File: config.mk
export PLATFORM = sky130hd
export DESIGN_NAME = dipim_top
export DESIGN_NICKNAME = d
export VERILOG_FILES = /design/src/core/dipim_edge_flags.v /design/src/core/dipim_out_packer.v /design/src/core/dipim_top.v
export VERILOG_INCLUDE_DIRS = /design/src /design/src/core
export SDC_FILE = /design/constraint.sdc
export NUM_CORES = 1
export LEC_CHECK = 0
export ABC_AREA = 1
export BUFFER_PORTS_ARGS = -buffer_cell sky130_fd_sc_hd__buf_2
export CORE_ASPECT_RATIO = 1.75
export CORE_MARGIN = 8
export CORE_UTILIZATION = 30
export CTS_BUF_LIST = sky130_fd_sc_hd__clkbuf_4 sky130_fd_sc_hd__clkbuf_8
export CTS_CLUSTER_DIAMETER = 150
export DETAILED_ROUTE_END_ITERATION = 16
export PLACE_DENSITY = 0.53
export SLEW_MARGIN = 20
export SYNTH_ARGS = -nofsm -noshare
export SYNTH_HDL_FRONTEND = slang
export SYNTH_SLANG_ARGS = --single-unit
File: constraint.sdc
create_clock -name sys_clk_i -period 4.5 [get_ports sys_clk_i]
set_input_delay 0.9 -clock sys_clk_i [delete_from_list [all_inputs] [get_ports sys_clk_i]]
set_output_delay 0.9 -clock sys_clk_i [all_outputs]
set_load 0.1 [all_outputs]
File: src/core/dipim_map.vh
// Purpose: Offsets, fields and reset values of the digital process image map
// Assumes: Register port with 8-bit word index addressing
// Notes:   Included by every design file
`ifndef DIPIM_MAP_VH
`define DIPIM_MAP_VH

`define DIPIM_AW               4
`define DIPIM_DW               8
// Register offsets
`define DIPIM_THERM_STATE      4'h0
`define DIPIM_THERM_FAULT      4'h1
`define DIPIM_THERM_RSVD_OUT   4'h2
`define DIPIM_THERM_DISABLE    4'h3
`define DIPIM_SIXTEEN_LOW      4'h4
`define DIPIM_SIXTEEN_HIGH     4'h5
`define DIPIM_MANUAL_STATUS    4'h6
`define DIPIM_SINGLE_CTRL      4'h7
`define DIPIM_DUAL_CTRL        4'h8
`define DIPIM_ANALOG_LEN       4'h9
`define DIPIM_IRQ_STATUS       4'hA
`define DIPIM_IRQ_MASK         4'hB
`define DIPIM_DIAG_BYTE        4'hC
// Field masks
`define DIPIM_SINGLE_MASK      8'h01
`define DIPIM_DUAL_MASK        8'h03
`define DIPIM_DIAG_MASK        8'h03
`define DIPIM_ZERO             8'h00
`define DIPIM_ONES             8'hFF
// Reset values
`define DIPIM_DISABLE_RST      8'h00
`define DIPIM_CTRL_RST         8'h00
`define DIPIM_ANALOG_RST       4'h0
// Interrupt status bits
`define DIPIM_IRQ_THERM_FAULT  0
`define DIPIM_IRQ_MANUAL       1
`define DIPIM_IRQ_DIAG         2
`define DIPIM_IRQ_W            3
// Output image packing
`define DIPIM_OUT_BYTES        16
`define DIPIM_DIG_BYTES        4

`endif

File: src/core/dipim_edge_flags.v
// Purpose: Sticky event flags set by rising edges, write one to clear
// Assumes: Inputs synchronous to sys_clk_i
// Notes:   A set in the clear cycle wins
`timescale 1ns/1ps
`include "dipim_map.vh"

module dipim_edge_flags (
  input  wire                      sys_clk_i,
  input  wire                      rst_i,
  input  wire [`DIPIM_IRQ_W-1:0]   event_i,
  input  wire [`DIPIM_IRQ_W-1:0]   clear_i,
  output reg  [`DIPIM_IRQ_W-1:0]   flag_o
);

  reg [`DIPIM_IRQ_W-1:0] event_prev;

  genvar g;
  generate
    for (g = 0; g < `DIPIM_IRQ_W; g = g + 1) begin : g_flag
      always @(posedge sys_clk_i) begin
        if (rst_i) begin
          event_prev[g] <= 1'b0;
          flag_o[g]     <= 1'b0;
        end else begin
          event_prev[g] <= event_i[g];
          if (event_i[g] && !event_prev[g]) begin
            flag_o[g] <= 1'b1;
          end else if (clear_i[g]) begin
            flag_o[g] <= 1'b0;
          end
        end
      end
    end
  endgenerate

endmodule

File: src/core/dipim_out_packer.v
// Purpose: Places digital output bytes after the analog bytes of the output image
// Assumes: Analog length counts whole bytes
// Notes:   Bytes past the image end are dropped
`timescale 1ns/1ps
`include "dipim_map.vh"

module dipim_out_packer (
  input  wire                          sys_clk_i,
  input  wire                          rst_i,
  input  wire [`DIPIM_AW-1:0]          analog_len_i,
  input  wire [8*`DIPIM_DIG_BYTES-1:0] dig_bytes_i,
  input  wire [8*`DIPIM_OUT_BYTES-1:0] analog_image_i,
  output reg  [8*`DIPIM_OUT_BYTES-1:0] out_image_o
);

  genvar g;
  generate
    for (g = 0; g < `DIPIM_OUT_BYTES; g = g + 1) begin : g_byte
      localparam [4:0] BYTE_IDX = g;
      wire       [4:0] rel      = BYTE_IDX - {1'b0, analog_len_i};
      always @(posedge sys_clk_i) begin
        if (rst_i) begin
          out_image_o[8*g +: 8] <= `DIPIM_ZERO;
        end else if (BYTE_IDX < {1'b0, analog_len_i}) begin
          out_image_o[8*g +: 8] <= analog_image_i[8*g +: 8];
        end else if (rel < `DIPIM_DIG_BYTES) begin
          out_image_o[8*g +: 8] <= dig_bytes_i[8*rel +: 8];
        end else begin
          out_image_o[8*g +: 8] <= `DIPIM_ZERO;
        end
      end
    end
  endgenerate

endmodule

File: src/core/dipim_top.v
// Purpose: Digital I/O process image map between module channels and controller
// Assumes: Channel inputs synchronous to sys_clk_i; 20 MHz clock
// Notes:   Register reads answer one cycle after the read strobe
//
// Overview of operation
// - Thermistor module uses two in, two out bytes
// - Input byte one holds channel states
// - Input byte two holds channel fault flags
// - Output byte two disables channels, one off
// - Sixteen inputs split low and high byte
// - One control bit drives each output
// - Diagnostic outputs add one fault bit each
// - Digital output bytes follow analog output data
// - Single output bit0 control, bit0 manual status
// - Dual output uses bits zero and one
`timescale 1ns/1ps
`include "dipim_map.vh"

module dipim_top (
  input  wire                          sys_clk_i,
  input  wire                          rst_i,
  input  wire [`DIPIM_AW-1:0]          addr_i,
  input  wire [`DIPIM_DW-1:0]          wdata_i,
  input  wire                          wr_i,
  input  wire                          rd_i,
  output reg  [`DIPIM_DW-1:0]          rdata_o,
  input  wire [7:0]                    therm_state_i,
  input  wire [7:0]                    therm_fault_i,
  output reg  [7:0]                    therm_enable_o,
  input  wire [15:0]                   sixteen_in_i,
  input  wire                          manual_op_i,
  output reg                           single_out_o,
  output reg  [1:0]                    dual_out_o,
  input  wire [1:0]                    dual_diag_i,
  input  wire [8*`DIPIM_OUT_BYTES-1:0] analog_image_i,
  output wire [8*`DIPIM_OUT_BYTES-1:0] out_image_o,
  output wire                          irq_o
);

  ////////////////////////////////////////////////////////////////////////////
  // Input image capture
  reg [7:0] therm_state;
  reg [7:0] therm_fault;
  reg [7:0] sixteen_low;
  reg [7:0] sixteen_high;
  reg [7:0] manual_status;
  reg [7:0] diag_byte;

  always @(posedge sys_clk_i) begin
    if (rst_i) begin
      therm_state   <= `DIPIM_ZERO;
      therm_fault   <= `DIPIM_ZERO;
      sixteen_low   <= `DIPIM_ZERO;
      sixteen_high  <= `DIPIM_ZERO;
      manual_status <= `DIPIM_ZERO;
      diag_byte     <= `DIPIM_ZERO;
    end else begin
      therm_state   <= therm_state_i;
      therm_fault   <= therm_fault_i;
      sixteen_low   <= sixteen_in_i[7:0];
      sixteen_high  <= sixteen_in_i[15:8];
      manual_status <= {7'h00, manual_op_i};
      diag_byte     <= {6'h00, dual_diag_i};
    end
  end

  ////////////////////////////////////////////////////////////////////////////
  // Output image registers
  reg [7:0]           therm_disable;
  reg [7:0]           single_ctrl;
  reg [7:0]           dual_ctrl;
  reg [`DIPIM_AW-1:0] analog_len;
  reg [`DIPIM_IRQ_W-1:0] irq_mask;

  wire wr_disable = wr_i && (addr_i == `DIPIM_THERM_DISABLE);
  wire wr_single  = wr_i && (addr_i == `DIPIM_SINGLE_CTRL);
  wire wr_dual    = wr_i && (addr_i == `DIPIM_DUAL_CTRL);
  wire wr_analog  = wr_i && (addr_i == `DIPIM_ANALOG_LEN);
  wire wr_mask    = wr_i && (addr_i == `DIPIM_IRQ_MASK);
  wire wr_status  = wr_i && (addr_i == `DIPIM_IRQ_STATUS);

  always @(posedge sys_clk_i) begin
    if (rst_i) begin
      therm_disable <= `DIPIM_DISABLE_RST;
      single_ctrl   <= `DIPIM_CTRL_RST;
      dual_ctrl     <= `DIPIM_CTRL_RST;
      analog_len    <= `DIPIM_ANALOG_RST;
      irq_mask      <= {`DIPIM_IRQ_W{1'b0}};
    end else begin
      if (wr_disable) begin
        therm_disable <= wdata_i;
      end
      if (wr_single) begin
        single_ctrl <= wdata_i & `DIPIM_SINGLE_MASK;
      end
      if (wr_dual) begin
        dual_ctrl <= wdata_i & `DIPIM_DUAL_MASK;
      end
      if (wr_analog) begin
        analog_len <= wdata_i[`DIPIM_AW-1:0];
      end
      if (wr_mask) begin
        irq_mask <= wdata_i[`DIPIM_IRQ_W-1:0];
      end
    end
  end

  ////////////////////////////////////////////////////////////////////////////
  // Channel drives
  always @(posedge sys_clk_i) begin
    if (rst_i) begin
      therm_enable_o <= `DIPIM_ONES;
      single_out_o   <= 1'b0;
      dual_out_o     <= 2'b00;
    end else begin
      therm_enable_o <= ~therm_disable;
      single_out_o   <= single_ctrl[0];
      dual_out_o     <= dual_ctrl[1:0];
    end
  end

  ////////////////////////////////////////////////////////////////////////////
  // Output image packing
  // Thermistor module takes two output bytes: reserved zero byte, then disable byte
  wire [8*`DIPIM_DIG_BYTES-1:0] dig_bytes = {dual_ctrl, single_ctrl, therm_disable,
                                             `DIPIM_ZERO};

  dipim_out_packer u_packer (
    .sys_clk_i      (sys_clk_i),
    .rst_i          (rst_i),
    .analog_len_i   (analog_len),
    .dig_bytes_i    (dig_bytes),
    .analog_image_i (analog_image_i),
    .out_image_o    (out_image_o)
  );

  ////////////////////////////////////////////////////////////////////////////
  // Interrupts
  wire [`DIPIM_IRQ_W-1:0] irq_status;
  wire [`DIPIM_IRQ_W-1:0] irq_event;
  wire [`DIPIM_IRQ_W-1:0] irq_clear;

  assign irq_event[`DIPIM_IRQ_THERM_FAULT] = |therm_fault;
  assign irq_event[`DIPIM_IRQ_MANUAL]      = manual_status[0];
  assign irq_event[`DIPIM_IRQ_DIAG]        = |diag_byte;
  assign irq_clear = wr_status ? wdata_i[`DIPIM_IRQ_W-1:0] : {`DIPIM_IRQ_W{1'b0}};

  dipim_edge_flags u_flags (
    .sys_clk_i (sys_clk_i),
    .rst_i     (rst_i),
    .event_i   (irq_event),
    .clear_i   (irq_clear),
    .flag_o    (irq_status)
  );

  assign irq_o = |(irq_status & irq_mask);

  ////////////////////////////////////////////////////////////////////////////
  // Register read
  reg [7:0] next_rdata;

  always @* begin
    case (addr_i)
      `DIPIM_THERM_STATE:    next_rdata = therm_state;
      `DIPIM_THERM_FAULT:    next_rdata = therm_fault;
      `DIPIM_THERM_RSVD_OUT: next_rdata = `DIPIM_ZERO;
      `DIPIM_THERM_DISABLE:  next_rdata = therm_disable;
      `DIPIM_SIXTEEN_LOW:    next_rdata = sixteen_low;
      `DIPIM_SIXTEEN_HIGH:   next_rdata = sixteen_high;
      `DIPIM_MANUAL_STATUS:  next_rdata = manual_status;
      `DIPIM_SINGLE_CTRL:    next_rdata = single_ctrl;
      `DIPIM_DUAL_CTRL:      next_rdata = dual_ctrl;
      `DIPIM_ANALOG_LEN:     next_rdata = {4'h0, analog_len};
      `DIPIM_IRQ_STATUS:     next_rdata = {5'h00, irq_status};
      `DIPIM_IRQ_MASK:       next_rdata = {5'h00, irq_mask};
      `DIPIM_DIAG_BYTE:      next_rdata = diag_byte;
      default:               next_rdata = `DIPIM_ZERO;
    endcase
  end

  always @(posedge sys_clk_i) begin
    if (rst_i) begin
      rdata_o <= `DIPIM_ZERO;
    end else if (rd_i) begin
      rdata_o <= next_rdata;
    end else begin
      rdata_o <= `DIPIM_ZERO;
    end
  end

endmodule

* After elaboration in Yosys (flattened, before gate mapping)
Cells that the tools add are included.
** Storage, ports and cells
- Bits in registers :: 219
- Output and inout bits :: 148
- Word-level logic and storage cells :: 176
** Cells by class
- Reductions and logical operators :: 21
- Eq/ne operators :: 11
- Magnitude comparators :: 31
- Bitwise logic cells :: 4
- Mux-type cells :: 38
- $add $sub $neg :: 16
- Shifts and indexed selects :: 16
** Operator list (number)
- $shiftx 32x9->8 :: 16
- $mux 8 :: 30
- $pmux 8 s12 :: 1
- $lt 5x3->1 const B :: 16
- $sub 4x4->5 const A :: 8
- $lt 4x4->1 const A :: 7
- $eq 4x4->1 const B :: 5
- $sub 3x4->5 const A :: 4
- $eq 4x3->1 const B :: 4
- $lt 3x4->1 const A :: 4
- $reduce_or 8->1 :: 2
- $sub 1x4->5 const A :: 2
- $sub 2x4->5 const A :: 2
- $logic_and 1x1->1 :: 9
- $lt 1x4->1 const A :: 2
- $lt 2x4->1 const A :: 2
- $not 8->8 :: 1
- $mux 1 :: 6
- $reduce_bool 2->1 :: 3
- $eq 4x1->1 const B :: 1
- $eq 4x2->1 const B :: 1
- $logic_not 4->1 :: 1
- $reduce_or 2->1 :: 2
- $and 3x3->3 :: 1
- 4 further kinds :: 7

* Longest topological paths before layout
Gate-level depths: netlist of run 1.
- Depth in word-level cells :: 5
- Mapped depth :: 12
- Depth with buffers taken out :: 10

* By module
Synthesis of run 1 repeated with hierarchy kept, for this count alone.
** Second synthesis, totals
- Cell total of the unflattened synthesis :: 1254
- Area total of the unflattened synthesis :: 8973.6 um^2
** By module, submodules not included
- dipim_out_packer :: times used 1, area an instance 6038.3 um^2, cells each 847, seq. area each 2562.5 um^2
- dipim_top :: times used 1, area an instance 2725.1 um^2, cells each 379, seq. area each 1441.4 um^2
- dipim_edge_flags :: times used 1, area an instance 210.2 um^2, cells each 28, seq. area each 120.1 um^2

* Worst setup path after synthesis of run 1
OpenSTA, ideal clock, no wires.
- Path kind :: register to output
- From :: reg irq_mask[1]
- To :: out irq_o
- Cell stages (with the launch flop) :: 3
- Buffers on the path :: 0
- Data arrival time :: 1.118 ns
- Slack :: 2.482 ns
- Cells stage by stage :: dfxtp_1 -> nand2_1 -> nand3_1
** On the way
- Word-level cells in the longest chain between the ends :: 2
** RTL lines
- start, declared :: RTL line dipim_top.v:73 : reg [`DIPIM_IRQ_W-1:0] irq_mask;
- start signal, assigned :: RTL line dipim_top.v:88 : irq_mask <= {`DIPIM_IRQ_W{1'b0}};
- start signal, assigned :: RTL line dipim_top.v:103 : irq_mask <= wdata_i[`DIPIM_IRQ_W-1:0];
- $and 3x3->3 :: RTL line dipim_top.v:156 : assign irq_o = |(irq_status & irq_mask);
- $reduce_or 3->1 :: RTL line dipim_top.v:156
- end, declared :: RTL line dipim_top.v:37 : output wire irq_o
Every way passes these cells.

* Worst setup path in the final report of run 1
- From :: reg analog_len[1]
- To :: reg u_packer.out_image_o[80]
** On the way
- Word-level cells in the longest chain between the ends :: 4
- Elaborated cells between the ends (all ways) :: 6
- Those cells by class :: 1 x add/sub; 2 x order compare; 1 x shift; 2 x mux
** RTL lines
- start, declared :: RTL line dipim_top.v:72 : reg [`DIPIM_AW-1:0] analog_len;
- start signal, assigned :: RTL line dipim_top.v:87 : analog_len <= `DIPIM_ANALOG_RST;
- start signal, assigned :: RTL line dipim_top.v:100 : analog_len <= wdata_i[`DIPIM_AW-1:0];
- $sub 4x4->5 :: RTL line dipim_out_packer.v:20 : wire [4:0] rel = BYTE_IDX - {1'b0, analog_len_i};
- $shiftx 32x9->8 / $lt 5x3->1 (equally long branches)
- $mux 8 :: RTL line dipim_out_packer.v:26 : end else if (rel < `DIPIM_DIG_BYTES) begin
- $mux 8 * :: RTL line dipim_out_packer.v:24 : end else if (BYTE_IDX < {1'b0, analog_len_i}) begin
- end signal, assigned by index :: RTL line dipim_out_packer.v:25 : out_image_o[8*g +: 8] <= analog_image_i[8*g +: 8];
- end signal, assigned by index :: RTL line dipim_out_packer.v:27 : out_image_o[8*g +: 8] <= dig_bytes_i[8*rel +: 8];
- end signal, assigned by index :: RTL line dipim_out_packer.v:29 : out_image_o[8*g +: 8] <= `DIPIM_ZERO;
- end, declared :: RTL line dipim_out_packer.v:13 : output reg [8*`DIPIM_OUT_BYTES-1:0] out_image_o
Every way passes the cells marked *; elsewhere a longest branch is shown, timed or not.
A chain may end at the register's enable or synchronous reset.

==> results.md, run 1 <==
- IR analysis of the VDD net gives a maximum drop of 291.6 uV.
- Setup repair after global routing left no endpoint under its margin.
- The final count of pins violating max slew came to 0.
- The number of antenna violations at the first check in global routing is 2.
- The root cell of the clock tree is sky130_fd_sc_hd__clkbuf_8.
- The classification of the worst setup path is flop to flop.
- The timing startpoint of the critical path is analog_len[1]$_SDFFE_PP0P_.
- The setup total negative slack is 0 ns.
- Summed over all layers, the routed wires come to 32840 um.
- The library cells used most frequently in the layout, excluding fill and tap cells, are sky130_fd_sc_hd__buf_2 (317), sky130_fd_sc_hd__nand2_1 (277), sky130_fd_sc_hd__dfxtp_1 (206).
- STA puts the critical path data required time at 5.03 ns.
- The share of total power dissipated in the clock network is 44.6%.
- The number of nets with antenna violations after routing is 0.
- STA classifies the critical path endpoint as a flop.
- In this run the deepest clock path goes through 3 buffers.
- Of the synthesized area, sequential elements account for 49.52%.
- The startpoint of the worst hold path is manual_status[0]$_SDFF_PP0_.
- The global-route wire length before repair is 48840 um.
- Measured along the y axis, the die boundary spans 236.4 um.
- Entering global routing, the biggest net connects 64 pins.
- From synthesis to final layout, the design area changed by 31.44%.
- The detailed-route DRC error count is 0.
- Summed over all nets, the switching power comes to 1.044 mW.
- After synthesis, the cell types taking the most area are sky130_fd_sc_hd__dfxtp_1 (50%), sky130_fd_sc_hd__nand2_1 (12%), sky130_fd_sc_hd__a21oi_1 (7.2%).
- Counting every net in the synthesized netlist gives 1294.
- Data on the critical path arrives at its endpoint at 3.58 ns.
- The number of cells upsized or downsized after cts is 0.
- The net count reported at finish is 1612.
- The global-route total usage across every layer is 19.05%.
- The via count of the first global-routing pass is 8554.
- Per report_power, the sequential group accounts for 46.0% of the total.
- The power per unit of standard cell area is 373.4 mW/mm2.
- The type of the most critical hold path is flop to flop.
- The number of placed I/O pins is 327.
- The detailed-route via count is 8246.
- Clock tree synthesis found a total of 206 sinks.
- The total power consumption of the routed design is 4.088 mW.
- In this run the worst path has a maximum fanout of 23.
- The synthesized design devotes to its leading area cell type 49.52% of total area.
- The average instance in the mapped netlist occupies 7.605 um2.
- The startpoint of the lowest-slack register-to-register path is analog_len[1]$_SDFFE_PP0P_.
- The clock tree from TritonCTS is built.
- The peak clock frequency supported by timing is 0.3283 GHz.
- The library cell used most frequently in the layout, excluding fill and tap cells, is sky130_fd_sc_hd__buf_2.
- Across the routed clock network, the largest skew measured is 0.009089 ns.
- The congestion estimate from routability-driven global placement came to 0.8318.
- After routing the design area is 0.01095 mm2.
- Max-cap violations in this run came to 0.
- For this run, the leading register cell type out of synthesis is sky130_fd_sc_hd__dfxtp_1.
- The number of different library cells used by synthesis comes to 40.
- In this run, the number of DRC markers left after iteration 0 of detailed routing was 414.
- Of the cells placed in the final design, the portion with a size suffix greater than 1 is 28.59%.
- The total of buffers placed on input and output ports is 318.
- At the later pin of the worst-skew pair, clock insertion delay measures 0.60 ns.
- The transition time at the pin with the least slew margin is 0.9906 ns.
- The wire length per cell is 18.19 um.
- The netlist area before placement is 0.008328 mm2.
- The cell-internal power is 3.044 mW.
- The category of the worst setup path launch point is a flop.
- The cell taking the most area after synthesis is sky130_fd_sc_hd__dfxtp_1.
- The leakage dissipation is 5.150 nW.
- The slack of the worst reg-to-reg path is 1.45 ns.
- After floorplanning, the core was sized to cover 0.02733 mm2.
- Setup violations remaining at the end of the flow were counted as 0.
- The register bit count reported by yosys is 206.
- For this design, the CTS-stage hold fixing added 0 buffers.
- The final period utilization is 67.70%.
- The detailed-route vias per instance is 4.568.
- The die outline width is 141.9 um.
- The total iterations of the first detailed-routing run is 4.
- The floorplan has 80 rows.
- Global routing finished with a remaining overflow of 0.
- The post-CTS setup repair buffer count is 0.
- Synthesis produced 1095 cells.
- Of all flip-flops after synthesis, the portion carrying an async set or reset was 0%.
- Combinational cells account for 9.5% of the total power.
- The synthesized design contains 0 enable-type register cells.
- The run finished with clean final reports.
- The total cell area at the placement stage is 0.01020 mm2.
- The number of filler instances in the final layout is 2988.
- In this run the tightest slew margin relative to its limit is 33.26%.
- The count of yosys warnings during synthesis is 0.
- The final core utilization is 40.06%.
- The post-route minimum period is 3.046 ns.
- Counting the buffers created by CTS gives 31.
- The die covers 0.03356 mm2.
- The switching part of the total power is 25.54%.
- The total count of hold-check failures in the final report is 0.
- In this run the number of H-tree levels came out at 1.
- The register clock-pin slew on the reported worst setup and hold paths is 0.07 ns.
- The HPWL after detailed placement is 25870 um.
- For this configuration, the core starts out at a cell density of 30.48%.
[cells by family (layout without fill, tap and decap cells)]
group	count (synthesis)	after routing	synth area share, %
adders and majority gates	20	20	3.005
DFF	206	206	49.52
other	0	2	0
xor gates and xnor gates	1	1	0.1954
AOI/OAI and AO/OA	195	195	12.49
buffers and inverters	137	476	7.151
and+or+nand+nor	536	536	27.64
[cell usage after synthesis (2+ instances only)]
cell type and n:
sky130_fd_sc_hd__buf_6 6, sky130_fd_sc_hd__ha_1 20, sky130_fd_sc_hd__inv_1 88, sky130_fd_sc_hd__nor2_2 3
sky130_fd_sc_hd__buf_4 5, sky130_fd_sc_hd__nor3_1 12, sky130_fd_sc_hd__buf_2 9, sky130_fd_sc_hd__clkinv_1 3
sky130_fd_sc_hd__nand4_1 14, sky130_fd_sc_hd__clkbuf_1 18, sky130_fd_sc_hd__a21oi_1 119, sky130_fd_sc_hd__inv_2 6
sky130_fd_sc_hd__nor2_1 119, sky130_fd_sc_hd__o21ai_0 57, sky130_fd_sc_hd__dfxtp_1 206, sky130_fd_sc_hd__o21ai_2 2
sky130_fd_sc_hd__o21ai_1 3, sky130_fd_sc_hd__nand2_2 5, sky130_fd_sc_hd__nand2_1 277, sky130_fd_sc_hd__nor3b_1 2
sky130_fd_sc_hd__nor2_4 5, sky130_fd_sc_hd__nand3_1 93, sky130_fd_sc_hd__o31ai_1 6
[layout make-up]
type	count	area [um2]	area share (%)
Clock buffer	47	596.8	5.452
Tap cell	369	461.7	4.218
Antenna cell	2	5.005	0.04572
Clock inverter	7	141.4	1.292
Inverter	99	377.9	3.452
Timing Repair Buffer	323	1632	14.90
Multi-Input combinational cell	752	3608	32.96
Sequential cell	206	4124	37.67
[per-layer routing]
| layer | GRT usage (%) | vias to the layer above | part of all wire [%] |
|---|---|---|---|
| met4 | 9.486 | 0 | 4.6 |
| met3 | 3.095 | 69 | 4.9 |
| met5 | 0 | - | 0 |
| met2 | 37.70 | 248 | 55 |
| met1 | 18.19 | 3752 | 35 |
| li1 | - | 4177 | - |
[power by group through the flow]
stage | registers, mW | clock network, mW | logic (mW)
floorplan | 2.01 | 0 | 0.152
global placement | 1.92 | 0 | 0.391
detailed placement | 1.92 | 0 | 0.392
CTS | 1.88 | 1.87 | 0.393
global route | 1.88 | 1.93 | 0.423
finish | 1.88 | 1.82 | 0.387
[stage by stage]
step                      std cells  hold slack, ns  setup WS [ns]
after floorplan                1095          0.4170          2.482
after global placement         1749          0.4743          1.496
after detailed placement       1749          0.4733          1.447
after CTS                      1803          0.4607          1.433
after global routing           1805          0.4860          1.204
final                          1805          0.4819          1.454
[state kept, by name (all words and copies together) (netlist names)]
signal,flops
analog_len,4
therm_disable,8
single_ctrl,1
dual_out_o,2
therm_fault,8
therm_enable_o,8
single_out_o,1
diag_byte,2
dual_ctrl,2
manual_status,1
u_flags.flag_o,3
irq_mask,3
rdata_o,8
sixteen_high,8
u_flags.event_prev,3
sixteen_low,8
therm_state,8
u_packer.out_image_o,128
[final timing paths]
check                                        end  depth (start not counted)
min             u_flags.event_prev[1]$_SDFF_PP0_                          2
min reg2reg     u_flags.event_prev[1]$_SDFF_PP0_                          2
max reg2reg  u_packer.out_image_o[80]$_SDFF_PP0_                          8
max          u_packer.out_image_o[80]$_SDFF_PP0_                          8
[worst max-delay path, cell delays in order (launching register included)]
cell                      delay, ns
sky130_fd_sc_hd__dfxtp_1       0.94
sky130_fd_sc_hd__inv_1         0.37
sky130_fd_sc_hd__ha_1          0.38
sky130_fd_sc_hd__inv_1         0.12
sky130_fd_sc_hd__ha_1          0.47
sky130_fd_sc_hd__nand2_1       0.20
sky130_fd_sc_hd__inv_1         0.25
sky130_fd_sc_hd__nand2_1       0.08
sky130_fd_sc_hd__a21oi_1       0.15
Note: power is estimated with default switching activity, not from simulation.
==> run 2: changes to the inputs <==
==> constraint.sdc (replaced) <==
create_clock -name sys_clk_i -period 2.9 [get_ports sys_clk_i]
set_input_delay 0.58 -clock sys_clk_i [delete_from_list [all_inputs] [get_ports sys_clk_i]]
set_output_delay 0.58 -clock sys_clk_i [all_outputs]
set_load 0.1 [all_outputs]
==> results.md, run 2 (same netlist as run 1, synthesis figures left out) <==
- The number of placed I/O pins is 327 (unchanged).
- The number of antenna violations at the first check in global routing was 3 (+1).
- The total iterations of the first detailed-routing run is 4 (unchanged).
- The flip-flop count of the largest register, all copies and words added came to 128 (unchanged).
- The number of nets with antenna violations after routing is 0 (unchanged).
- The number of buffer and inverter stages on the critical path was 2 (-1).
- The non-filler instance count after layout is 1818 (+0.72%).
- The number of filler instances in the final layout is 2955 (-1.1%).
- The net count reported at finish is 1620 (+0.50%).
- The number of buffers between clock root and the deepest sink came to 3 (unchanged).
- The via count of the first global-routing pass was 8475 (-0.92%).
- The family with the most delay on the worst path is adder cells.
- The required time of the critical path is 3.42 ns (-1.61 ns).
- The worst setup slack after layout is 0.6038 ns (-0.8499 ns).
- The detailed-route vias per instance was 4.610 (+0.91%).
- The transition time at the pin with the least slew margin came to 0.8993 ns (-0.09128 ns).
- TritonCTS built the clock tree.
- The leakage dissipation was 5.188 nW (+0.72%).
- The power per unit of standard cell area is 566.2 mW/mm2 (+52%).
- The largest fanout on the critical path is 12 (-48%).
- The setup total negative slack is 0 ns (unchanged).
- The global-route wire length before repair is 49260 um (+0.86%).
- Traced cell by cell, the critical path runs through inv_2 > ha_1 > inv_1 > ha_1 > nor3_1 > o21a_1 > nand2_1 > o21ai_0.
- Leaving out fill and tap cells, the most frequent cell in the layout is sky130_fd_sc_hd__buf_2.
- The total of buffers placed on input and output ports is 318 (unchanged).
- The library cells used most frequently in the layout, excluding fill and tap cells, are sky130_fd_sc_hd__buf_2 (317), sky130_fd_sc_hd__nand2_1 (277), sky130_fd_sc_hd__dfxtp_1 (206).
- The register ranked first by flip-flop count is u_packer.out_image_o.
- The global-route total usage across every layer was 19.31% (+0.26 points).
- The stage delay of the slowest cell on the critical path is 0.36 ns (-0.58 ns).
- The total count of hold-check failures in the final report is 0 (unchanged).
- The violation count after the first detailed-route iteration is 481 (+16%).
- The final count of pins violating max slew was 0 (unchanged).
- The cell repeated most along the worst path is sky130_fd_sc_hd__ha_1.
- The wire length per cell is 18.30 um (+0.55%).
- Relative to the synthesized area, the layout overhead comes to 31.94%.
- The root cell of the clock tree is sky130_fd_sc_hd__clkbuf_8.
- The H-tree depth reported by CTS is 1 (unchanged).
- The number of rows in the core area is 80 (unchanged).
- The TritonCTS buffer count is 31 (unchanged).
- The slowest stage of the critical path belongs to the cell sky130_fd_sc_hd__ha_1.
- Setup repair after global routing left no endpoint under its margin.
- The total instance count after detailed placement is 1757 (+0.46%).
- The overall die area is 0.03356 mm2 (unchanged).
- The peak clock frequency supported by timing is 0.4355 GHz (+33%).
- The standard cell core area is 0.02733 mm2 (unchanged).
- The detailed-route DRC error count was 0 (unchanged).
- The detailed-route via count is 8381 (+1.6%).
- The endpoint arrival time on the critical path is 2.82 ns (-0.76 ns).
- The fraction of layout instances using a drive strength above 1 was 29.18% (+0.59 points).
- In this run the worst hold path is classified as primary input to flop.
- The final weighted congestion in routability-driven placement is 0.8591 (+3.3%).
- The post-CTS setup repair buffer count is 0 (unchanged).
- The category of the worst setup path launch point is a flop.
- The residual overflow from global routing came to 0 (unchanged).
- The routed wire length came to 33260 um (+1.3%).
- The setup path with the least slack is of type flop to flop.
- The number of failing setup endpoints in the final timing report is 0 (unchanged).
- The worst setup path is captured at a flop.
- The effective utilization at floorplan was 30.48% (unchanged).
- The worst setup slack before clock tree synthesis is 0.6240 ns (-0.8225 ns).
- The worst vdd rail ir drop is 310.7 uV (+6.5%).
- The clock sink count was 206 (unchanged).
- The relative slew slack is 39.64% (+6.4 points).
- The post-DP HPWL is 26180 um (+1.2%).
- The number of cells upsized or downsized after cts is 0 (unchanged).
- The clock latency on the worst-skew pair was 0.60 ns (about the same).
- The quantity of hold-fixing buffers added after cts was 0 (unchanged).
- The post-route minimum period is 2.296 ns (-0.7501 ns).
- The flow ran to the end, and the final reports show no timing, DRC or antenna violations.
- The register clock-pin slew on the reported worst setup and hold paths is 0.07 ns (about the same).
- The die height came to 236.4 um (unchanged).
- The final period utilization is 79.18% (+11 points).
- The maximum number of pins on one net before global-route repair is 75 (+17%).
- The die outline width is 141.9 um (unchanged).
- The count of max-cap constraint violations is 0 (unchanged).
- The worst clock skew is 0.02058 ns (+0.01149 ns).
==> run 2: cell types whose count changed in the layout (fill, tap and decap cells not counted) <==
cell and delta:
sky130_fd_sc_hd__clkbuf_8 +3, sky130_fd_sc_hd__clkinv_2 +1, sky130_fd_sc_hd__clkbuf_4 +3, sky130_fd_sc_hd__diode_2 +1
sky130_fd_sc_hd__bufinv_16 -3, sky130_fd_sc_hd__buf_4 +8
==> run 2: final timing paths <==
kind,endpoint,slack (ns),cells past startpoint,startpoint
setup / recovery,u_packer.out_image_o[76]$_SDFF_PP0_,0.60,8,analog_len[2]$_SDFFE_PP0P_
hold / removal,diag_byte[1]$_SDFF_PP0_,0.18,3,dual_diag_i[1]
setup reg to reg,u_packer.out_image_o[76]$_SDFF_PP0_,0.60,8,analog_len[2]$_SDFFE_PP0P_
hold reg to reg,u_flags.event_prev[1]$_SDFF_PP0_,0.49,2,manual_status[0]$_SDFF_PP0_
==> run 2: area by class of cell <==
class	instances	area (um2)	area share, %
Sequential cell	206	4124	37.53
Clock inverter	5	56.30	0.5124
Tap cell	369	461.7	4.202
Inverter	99	377.9	3.439
Multi-Input combinational cell	752	3608	32.84
Clock buffer	53	660.6	6.012
Antenna cell	3	7.507	0.06832
Timing Repair Buffer	331	1692	15.40
==> run 2: stage by stage <==
| stage | instance area [um2] | power (mW) | hold slack [ns] | utilization, % |
|---|---|---|---|---|
| finish | 10990 | 6.222 | 0.1793 | 40.21 |
| global route | 10990 | 6.466 | 0.1631 | 40.21 |
| CTS | 10980 | 6.303 | 0.1395 | 40.18 |
| detailed placement | 10260 | 3.597 | 0.4774 | 37.56 |
| global placement | 10260 | 3.594 | 0.4733 | 37.56 |
| floorplan | 8328 | 3.357 | 0.4170 | - |
==> run 2: power breakdown <==
group / internal [mW] / leakage, nW / switching [mW]
logic: 0.175 / 3.13 / 0.442
registers: 2.89 / 1.67 / 0.0263
clock network: 1.52 / 0.385 / 1.17
==> run 2: routing by layer <==
| layer | track usage [%] | part of all wire, % | vias to the layer above | wire length, um |
|---|---|---|---|---|
| met4 | 10.70 | 4.8 | 0 | 1595 |
| met2 | 37.67 | 55 | 280 | 18430 |
| met3 | 3.115 | 5.6 | 68 | 1857 |
| met1 | 18.50 | 34 | 3833 | 11380 |
| li1 | - | - | 4200 | - |
| met5 | 0 | 0 | - | 0 |
==> run 2: tightest hold or removal path: cells and delay by family <==
kind,cells,cell delay (ns)
buf+inv,2,0.10
simple gates,1,0.06
